`src/design/pgd_pkg.sv`:
```
package pgd_pkg;

  // ------------------------------------------------------------
  // timebase
  // ------------------------------------------------------------
  localparam int unsigned CLK_HZ          = 50_000_000;
  localparam int unsigned TICK_US         = 10;
  localparam int unsigned TICK_CYCLES     = (CLK_HZ / 1_000_000) * TICK_US;
  localparam logic [8:0]  TICK_LAST       = 9'(TICK_CYCLES - 1);

  // ------------------------------------------------------------
  // delays, in microseconds and in ticks
  // ------------------------------------------------------------
  localparam int unsigned DLY_50US_US     = 50;
  localparam int unsigned DLY_50MS_US     = 50_000;
  localparam int unsigned DLY_100MS_US    = 100_000;
  localparam int unsigned DLY_200MS_US    = 200_000;
  localparam int unsigned MASK_5MS_US     = 5_000;
  localparam logic [14:0] DLY_50US_TICKS  = 15'(DLY_50US_US / TICK_US);
  localparam logic [14:0] DLY_50MS_TICKS  = 15'(DLY_50MS_US / TICK_US);
  localparam logic [14:0] DLY_100MS_TICKS = 15'(DLY_100MS_US / TICK_US);
  localparam logic [14:0] DLY_200MS_TICKS = 15'(DLY_200MS_US / TICK_US);
  localparam logic [14:0] MASK_TICKS      = 15'(MASK_5MS_US / TICK_US);

  // ------------------------------------------------------------
  // delay select codes
  // ------------------------------------------------------------
  localparam logic [1:0]  SEL_50US        = 2'h0;
  localparam logic [1:0]  SEL_50MS        = 2'h1;
  localparam logic [1:0]  SEL_100MS       = 2'h2;
  localparam logic [1:0]  SEL_200MS       = 2'h3;
  localparam logic [1:0]  SEL_RESET       = SEL_50MS;

  // ------------------------------------------------------------
  // delay timer states
  // ------------------------------------------------------------
  typedef enum logic [2:0] {
    PGD_IDLE = 3'b001,
    PGD_RUN  = 3'b010,
    PGD_DONE = 3'b100
  } pgd_state_t;

endpackage

```
`src/design/pgd_supervisor.sv`:
```
`timescale 1ns/1ps

// What this block does
// RQ1 - power-good low while either enabled converter below rising or falling thresholds, unless a mask timer is running
// RQ2 - release delay chosen among 50us, 50ms, 100ms, 200ms; 50ms after reset
// RQ3 - both converters use identical, interchangeable enable and in-range logic
// RQ4 - with enable high, in-range rising edge starts the delay counter
// RQ5 - output held low while counter runs, released only after full delay
// RQ6 - other converter coming in range during running delay is ignored
// RQ7 - falling in-range edge on either converter drives low and restarts delay, unless a mask timer is running
// RQ8 - output stays low forever if an enabled converter never comes in range
// RQ9 - enable rising after delay done starts 5ms mask holding output high
// RQ10 - after mask expires output follows both in-range indications
// RQ11 - power-on reset with enables forms delay timer reset, forcing low
// RQ12 - enable and in-range form set; set and reset never both active
// RQ13 - mask timers from enable rising edges, ORed with in-range, ANDed with delay timer
// RQ14 - output is open drain: driven low when asserted, else released
// RQ15 - raw supply below 2.8V forces all four regulator enables off
// RQ16 - supply-good detection uses hysteresis to avoid chattering
// RQ17 - delay select is two bits, codes 0..3, 50ms code on reset
// RQ18 - timing counted from prescaled internal clock, 10us resolution
module pgd_supervisor (
  input  wire logic       core_clk,
  input  wire logic       resetn,
  input  wire logic       clk_en,
  input  wire logic [1:0] delay_sel,
  input  wire logic       delay_sel_load,
  input  wire logic       conv1_enable,
  input  wire logic       conv2_enable,
  input  wire logic       conv1_in_range,
  input  wire logic       conv2_in_range,
  input  wire logic       supply_above_hi,
  input  wire logic       supply_above_lo,
  input  wire logic [3:0] reg_enable_req,
  output logic            supply_good_out_n_o,
  output logic            supply_good_out_n_oe,
  output logic [3:0]      reg_enable,
  output logic            supply_ok
);

  // ------------------------------------------------------------
  // input synchronisers
  // ------------------------------------------------------------
  logic [5:0] sync1_q;
  logic [5:0] sync2_q;
  logic [5:0] sync1_d;
  logic [5:0] sync2_d;
  logic [3:0] req1_q;
  logic [3:0] req2_q;
  logic [3:0] req1_d;
  logic [3:0] req2_d;

  always_comb begin
    sync1_d = {supply_above_lo, supply_above_hi, conv2_in_range, conv1_in_range, conv2_enable, conv1_enable};
    sync2_d = sync1_q;
    req1_d  = reg_enable_req;
    req2_d  = req1_q;
  end

  always_ff @(posedge core_clk or negedge resetn) begin
    if (!resetn) begin
      sync1_q <= 6'h00;
      sync2_q <= 6'h00;
      req1_q  <= 4'h0;
      req2_q  <= 4'h0;
    end else if (clk_en) begin
      sync1_q <= sync1_d;
      sync2_q <= sync2_d;
      req1_q  <= req1_d;
      req2_q  <= req2_d;
    end
  end

  logic [1:0] en_s;
  logic [1:0] rdy_s;
  logic       vhi_s;
  logic       vlo_s;
  assign en_s  = sync2_q[1:0];
  assign rdy_s = sync2_q[3:2];
  assign vhi_s = sync2_q[4];
  assign vlo_s = sync2_q[5];

  // ------------------------------------------------------------
  // prescaler and delay select
  // ------------------------------------------------------------
  logic [8:0] pre_q;
  logic [8:0] pre_d;
  logic       tick;
  logic [1:0] sel_q;
  logic [1:0] sel_d;

  function automatic logic [14:0] sel_ticks(input logic [1:0] s);
    case (s)
      pgd_pkg::SEL_50US:  sel_ticks = pgd_pkg::DLY_50US_TICKS;  // RQ2
      pgd_pkg::SEL_50MS:  sel_ticks = pgd_pkg::DLY_50MS_TICKS;
      pgd_pkg::SEL_100MS: sel_ticks = pgd_pkg::DLY_100MS_TICKS;
      pgd_pkg::SEL_200MS: sel_ticks = pgd_pkg::DLY_200MS_TICKS;
      default:            sel_ticks = pgd_pkg::DLY_50MS_TICKS;
    endcase
  endfunction

  always_comb begin
    tick  = (pre_q == pgd_pkg::TICK_LAST);  // RQ18
    pre_d = tick ? 9'h000 : pre_q + 9'h001;
    sel_d = delay_sel_load ? delay_sel : sel_q;  // RQ17
  end

  always_ff @(posedge core_clk or negedge resetn) begin
    if (!resetn) begin
      pre_q <= 9'h000;
      sel_q <= pgd_pkg::SEL_RESET;  // RQ17
    end else if (clk_en) begin
      pre_q <= pre_d;
      sel_q <= sel_d;
    end
  end

  // ------------------------------------------------------------
  // per-converter edges and mask timers
  // ------------------------------------------------------------
  logic [1:0]  en_prev_q;
  logic [1:0]  rdy_prev_q;
  logic [1:0]  rdy_rise;
  logic [1:0]  rdy_fall;
  logic [1:0]  en_rise;
  logic [1:0]  mask_act;
  logic        dly_done;
  logic [14:0] mask_q [2];
  logic [14:0] mask_d [2];

  for (genvar i = 0; i < 2; i++) begin : g_conv  // RQ3
    always_comb begin
      rdy_rise[i] = en_s[i] & rdy_s[i] & ~rdy_prev_q[i];  // RQ4 RQ12
      rdy_fall[i] = rdy_prev_q[i] & ~rdy_s[i];
      en_rise[i]  = en_s[i] & ~en_prev_q[i];
      mask_act[i] = (mask_q[i] != 15'h0000);
      mask_d[i]   = mask_q[i];
      if (en_rise[i] && dly_done) begin
        mask_d[i] = pgd_pkg::MASK_TICKS;  // RQ9 RQ13
      end else if (!en_s[i]) begin
        mask_d[i] = 15'h0000;
      end else if (tick && mask_act[i]) begin
        mask_d[i] = mask_q[i] - 15'h0001;
      end
    end

    always_ff @(posedge core_clk or negedge resetn) begin
      if (!resetn) begin
        en_prev_q[i]  <= 1'b0;
        rdy_prev_q[i] <= 1'b0;
        mask_q[i]     <= 15'h0000;
      end else if (clk_en) begin
        en_prev_q[i]  <= en_s[i];
        rdy_prev_q[i] <= rdy_s[i];
        mask_q[i]     <= mask_d[i];
      end
    end
  end

  // ------------------------------------------------------------
  // delay timer
  // ------------------------------------------------------------
  pgd_pkg::pgd_state_t st_q;
  pgd_pkg::pgd_state_t st_d;
  logic [14:0]         cnt_q;
  logic [14:0]         cnt_d;
  logic                tmr_reset;
  logic                tmr_set;
  logic                tmr_fall;

  always_comb begin
    tmr_reset = ~(en_s[0] | en_s[1]);  // RQ11
    tmr_set   = ~tmr_reset & ((en_s[0] & rdy_s[0]) | (en_s[1] & rdy_s[1]));  // RQ12
    tmr_fall  = |(rdy_fall & en_s);
    st_d      = st_q;
    cnt_d     = cnt_q;
    case (st_q)
      pgd_pkg::PGD_IDLE: begin
        if (tmr_set && (|rdy_rise)) begin
          st_d  = pgd_pkg::PGD_RUN;  // RQ4
          cnt_d = sel_ticks(sel_q);
        end
      end
      pgd_pkg::PGD_RUN: begin
        if (tmr_fall) begin
          cnt_d = sel_ticks(sel_q);  // RQ7
        end else if (tick) begin
          if (cnt_q == 15'h0000) begin
            st_d  = pgd_pkg::PGD_DONE;  // RQ5
            cnt_d = 15'h0000;
          end else begin
            cnt_d = cnt_q - 15'h0001;  // RQ6
          end
        end
      end
      pgd_pkg::PGD_DONE: begin
        if (tmr_fall && !(|mask_act)) begin
          st_d  = pgd_pkg::PGD_RUN;  // RQ7
          cnt_d = sel_ticks(sel_q);
        end
      end
      default: begin
        st_d  = pgd_pkg::PGD_IDLE;
        cnt_d = 15'h0000;
      end
    endcase
    if (tmr_reset) begin
      st_d  = pgd_pkg::PGD_IDLE;  // RQ11
      cnt_d = 15'h0000;
    end
  end

  assign dly_done = (st_q == pgd_pkg::PGD_DONE);

  always_ff @(posedge core_clk or negedge resetn) begin
    if (!resetn) begin
      st_q  <= pgd_pkg::PGD_IDLE;
      cnt_q <= 15'h0000;
    end else if (clk_en) begin
      st_q  <= st_d;
      cnt_q <= cnt_d;
    end
  end

  // ------------------------------------------------------------
  // output combine, lockout
  // ------------------------------------------------------------
  logic       good;
  logic       pg_oe_q;
  logic       pg_oe_d;
  logic       pg_o_q;
  logic       vok_q;
  logic       vok_d;
  logic [3:0] ren_q;
  logic [3:0] ren_d;

  always_comb begin
    // enabled converters must be in range, unless masked
    // the enable edge itself is covered so the pin never blips before the mask loads
    good = dly_done & ((|mask_act) | (|en_rise) | (&(rdy_s | ~en_s)));  // RQ1 RQ8 RQ9 RQ10 RQ13
    pg_oe_d = ~good;  // RQ14
    vok_d = vok_q;
    if (vhi_s) begin
      vok_d = 1'b1;  // RQ16
    end else if (!vlo_s) begin
      vok_d = 1'b0;
    end
    ren_d = vok_q ? req2_q : 4'h0;  // RQ15
  end

  always_ff @(posedge core_clk or negedge resetn) begin
    if (!resetn) begin
      pg_oe_q <= 1'b1;
      pg_o_q  <= 1'b0;
      vok_q   <= 1'b0;
      ren_q   <= 4'h0;
    end else if (clk_en) begin
      pg_oe_q <= pg_oe_d;
      pg_o_q  <= 1'b0;  // RQ14
      vok_q   <= vok_d;
      ren_q   <= ren_d;
    end
  end

  assign supply_good_out_n_oe = pg_oe_q;  // RQ14
  assign supply_good_out_n_o  = pg_o_q;
  assign reg_enable           = ren_q;
  assign supply_ok            = vok_q;

endmodule

```
`config.mk`:
```
export PLATFORM = sky130hd
export DESIGN_NAME = pgd_supervisor
export DESIGN_NICKNAME = d
export VERILOG_FILES = /design/src/design/pgd_pkg.sv /design/src/design/pgd_supervisor.sv
export SDC_FILE = /design/constraint.sdc
export NUM_CORES = 1
export LEC_CHECK = 0
export ABC_CLOCK_PERIOD_IN_PS = 6100
export BUFFER_PORTS_ARGS = -buffer_cell sky130_fd_sc_hd__buf_2
export CELL_PAD_IN_SITES_DETAIL_PLACEMENT = 1
export CELL_PAD_IN_SITES_GLOBAL_PLACEMENT = 1
export CORE_MARGIN = 2
export CORE_UTILIZATION = 54
export CTS_BUF_LIST = sky130_fd_sc_hd__clkbuf_8
export DETAILED_ROUTE_END_ITERATION = 10
export PLACE_DENSITY = 0.85
export REMOVE_ABC_BUFFERS = 1
export SKIP_LAST_GASP = 1
export SYNTH_ARGS = -nofsm -noshare
export SYNTH_HDL_FRONTEND = slang
export SYNTH_SLANG_ARGS = --single-unit
```
`constraint.sdc`:
```
create_clock -name core_clk -period 6.1 [get_ports core_clk]
set_clock_uncertainty 0.1 [all_clocks]
set_input_delay 1.22 -clock core_clk [delete_from_list [all_inputs] [get_ports core_clk]]
set_output_delay 1.22 -clock core_clk [all_outputs]
set_load 0.05 [all_outputs]
```
==> qor.yml <==
ios: 23
track_usage_pct: 27.7
die_area_sq_mm: 0.0101
yosysSeqAreaShare_pct: 44.5
final_cells: 633
cts_resized: 0
pwr-share-seq_pct: 39.1
rows: 35
gp_congestion: 0.852
ys_warn_count: 0
slew_headroom_pct: 3.23
drtIter0Drc: 198
grt_pass1_wl_mm: 22.1
crit_path_start_kind: "input pin"
place_ws_ns: 2.18
coreArea_sq_mm: 0.00911
final.setup.tns_ns: 0
yosysMostFrequentCell: "dfrtp_1"
fp.dieW_microns: 100
syn_to_final_growth_pct: 7.52
nNetsFinal: 545
synth_area_sq_mm: 0.00501
final_hold_viol_count: 0
synth_edf_count: 0
fin_crit_sh_pct: 58.1
clock-sinks: 89
drt_first_pass_iters: 5
antenna_found_initial: 0
swShare_pct: 44.9
combPwrFrac_pct: 43.2
status: "finished, final reports clean"
postRouteAntennaNets: 0
p_leak_nw: 2.28
switching_power_mw: 1.07
tightest_slew_ns: 1.43
gr-total-overflow: 0
cpMostUsedCell: "buf_4"
grt_max_degree: 56
period_needed_ns: 3.54
grt_pass1_vias: 4344
syn_area_per_cell_sq_um: 9.84
vdd_drop_max_uv: 183
cp.required_ns: 6.30
path_buf_inv: 4
slowest_delay_ns: 0.74
ys_seq_elements: 89
drive_above_1_share_pct: 16.5
arrival_ns: 3.75
netlist.area_leader.share_pct: 43.0
post-route-drc-count: 0
synth_common_cells: "86 x dfrtp_1, 30 x nor2_1, 28 x nand2_1, 26 x mux2_2, 26 x o21ai_0"
drv_cap: 0
cts_setup_buffers: 0
worst_path_max_delay_cell: "or4b_2"
hold_ws_ns: 0.401
fmax_mhz: 282
port_buffers: 21
die_y_microns: 100
worstHoldPathType: "flip-flop to flip-flop"
cts_made_buffers: 9
cellPowerDensity_mw_per_mm2: 444
worstSkewPairLatency_ns: 0.38
ys_types: 65
finalSetupViolCount: 0
critPathCaptureType: "flip-flop"
path_clk_slew_ns: 0.11
critPathMaxFanout: 53
clk_path_buf_depth: 2
vias: 4188
internal_power_mw: 1.32
start_util_pct: 55.0
worstPathCellList: "buf_2 > buf_4 > inv_1 > nor3_1 > buf_4 > o21ai_1 > or4b_2 > a21oi_1"
synth.largest_area_cell: "dfrtp_1"
synth_ff_type: "dfrtp_1"
crit_type: "input pin to flip-flop"
root_buffer: "clkbuf_8"
syn_inst: 509
cts_hold_buf: 0
cpLargestDelayFamily: "buffers and inverters"
placedCellCount: 617
viasPerCell: 6.62
rsz0062_at_grt: "no"
synthArstFlopShare_pct: 100
antenna_cells: 0
dp_hpwl_mm: 8.93
p_clk_share_pct: 17.7
fin_ws_ns: 2.56
cts_max_level: 3
cts_tree: "done"
wl_per_cell_microns: 20.7
ys_top_cells_by_area: "dfrtp_1 43%, mux2_2 5.8%, ha_1 3.0%"
finalWirelength_mm: 13.1
timing.final.max_slew_violations: 0
-- layer usage --
layer  part of all wire (%)  vias up  GRT usage, %
met4                    2.1        0          9.06
met3                    4.3       26          4.53
met5                      0        -             0
met1                     44     2108          37.0
met2                     50      111          46.3
li1                       -     1943             -
-- cell type report --
class	instances	area, sq um
clock buffers	9	124
clock inverters	7	83.8
fillers	1036	3720
inverters	20	75.1
multi-input cells	371	2590
flip-flops and latches	89	2230
well taps	111	139
repair buffers	26	145
-- cell usage in the layout, fill, tap and decap left out, types with 6 or more instances in the layout --
cell type | netlist | routed
a21oi_1 | 25 | 25
a22oi_1 | 6 | 6
a32oi_1 | 6 | 6
buf_2 | 2 | 20
buf_4 | 1 | 6
clkbuf_8 | 0 | 9
dfrtp_1 | 86 | 86
ha_1 | 12 | 12
inv_1 | 20 | 20
mux2_2 | 26 | 26
nand2_1 | 28 | 28
nand2b_1 | 8 | 8
nand3_1 | 18 | 18
nand4_1 | 10 | 10
nor2_1 | 30 | 30
nor3_1 | 15 | 15
nor4_1 | 11 | 11
o2111ai_1 | 7 | 7
o21ai_0 | 26 | 26
o2bb2a_1 | 6 | 6
o2bb2ai_1 | 9 | 9
o31ai_1 | 14 | 14
o41ai_1 | 7 | 7
or2_2 | 6 | 6
or3_1 | 11 | 11
or4_1 | 8 | 8
xnor2_1 | 9 | 9
xor2_1 | 9 | 9
-- power groups by stage --
| stage | Clock (mW) | Combinational (mW) | Sequential [mW] |
|---|---|---|---|
| floorplan | 0 | 0.737 | 0.901 |
| detailed placement | 0 | 1.00 | 0.940 |
| global placement | 0 | 0.957 | 0.924 |
| global route | 0.451 | 1.14 | 0.964 |
| CTS | 0.431 | 1.02 | 0.930 |
| finish | 0.423 | 1.03 | 0.936 |
-- worst register-to-register path, delay by kind of cell, from the launching register on --
family          cells  cell delay [ns]
simple gates        3             1.62
flops               1             0.48
compound gates      2             1.20
-- per-stage QoR --
stage | power [mW] | utilization (%) | instance area [sq um]
final | 2.39 | 59.1 | 5390
after global routing | 2.56 | 59.1 | 5390
after CTS | 2.38 | 59.1 | 5390
after detailed placement | 1.94 | 56.9 | 5180
after global placement | 1.88 | 56.9 | 5180
after floorplan | 1.64 | - | 4890
-- final timing paths --
path	startpoint	to	slack, ns	depth (start not counted)
max	clk_en	mask_q[14]$_DFFE_PN0P_	2.56	8
min	sync2_q[4]$_DFFE_PN0P_	supply_ok$_DFFE_PN0P_	0.40	2
max reg2reg	mask_q[8]$_DFFE_PN0P_	mask_q[8]$_DFFE_PN0P_	2.65	5
min reg2reg	sync2_q[4]$_DFFE_PN0P_	supply_ok$_DFFE_PN0P_	0.40	2
max in group asynchronous	resetn	sync1_q[5]$_DFFE_PN0P_	4.15	2
min in group asynchronous	resetn	mask_q[23]$_DFFE_PN0P_	0.69	1
-- cells by family after synthesis --
logic type      share of synthesized area, %
compound gates                          19.2
xor+xnor                                3.15
fa+ha+maj                               3.00
buf+inv                                 3.80
flops                                   44.5
mux                                     6.24
other cells                           0.0749
simple gates                            20.1
-- registers in the layout, indices dropped and copies added, names as in the netlist, 3 cells and up --
name	flops
st_q	3
req1_q	4
req2_q	4
mask_q	30
reg_enable	4
sync1_q	6
cnt_q	15
pre_q	9
sync2_q	6
Note: power is estimated with default switching activity, not from simulation.
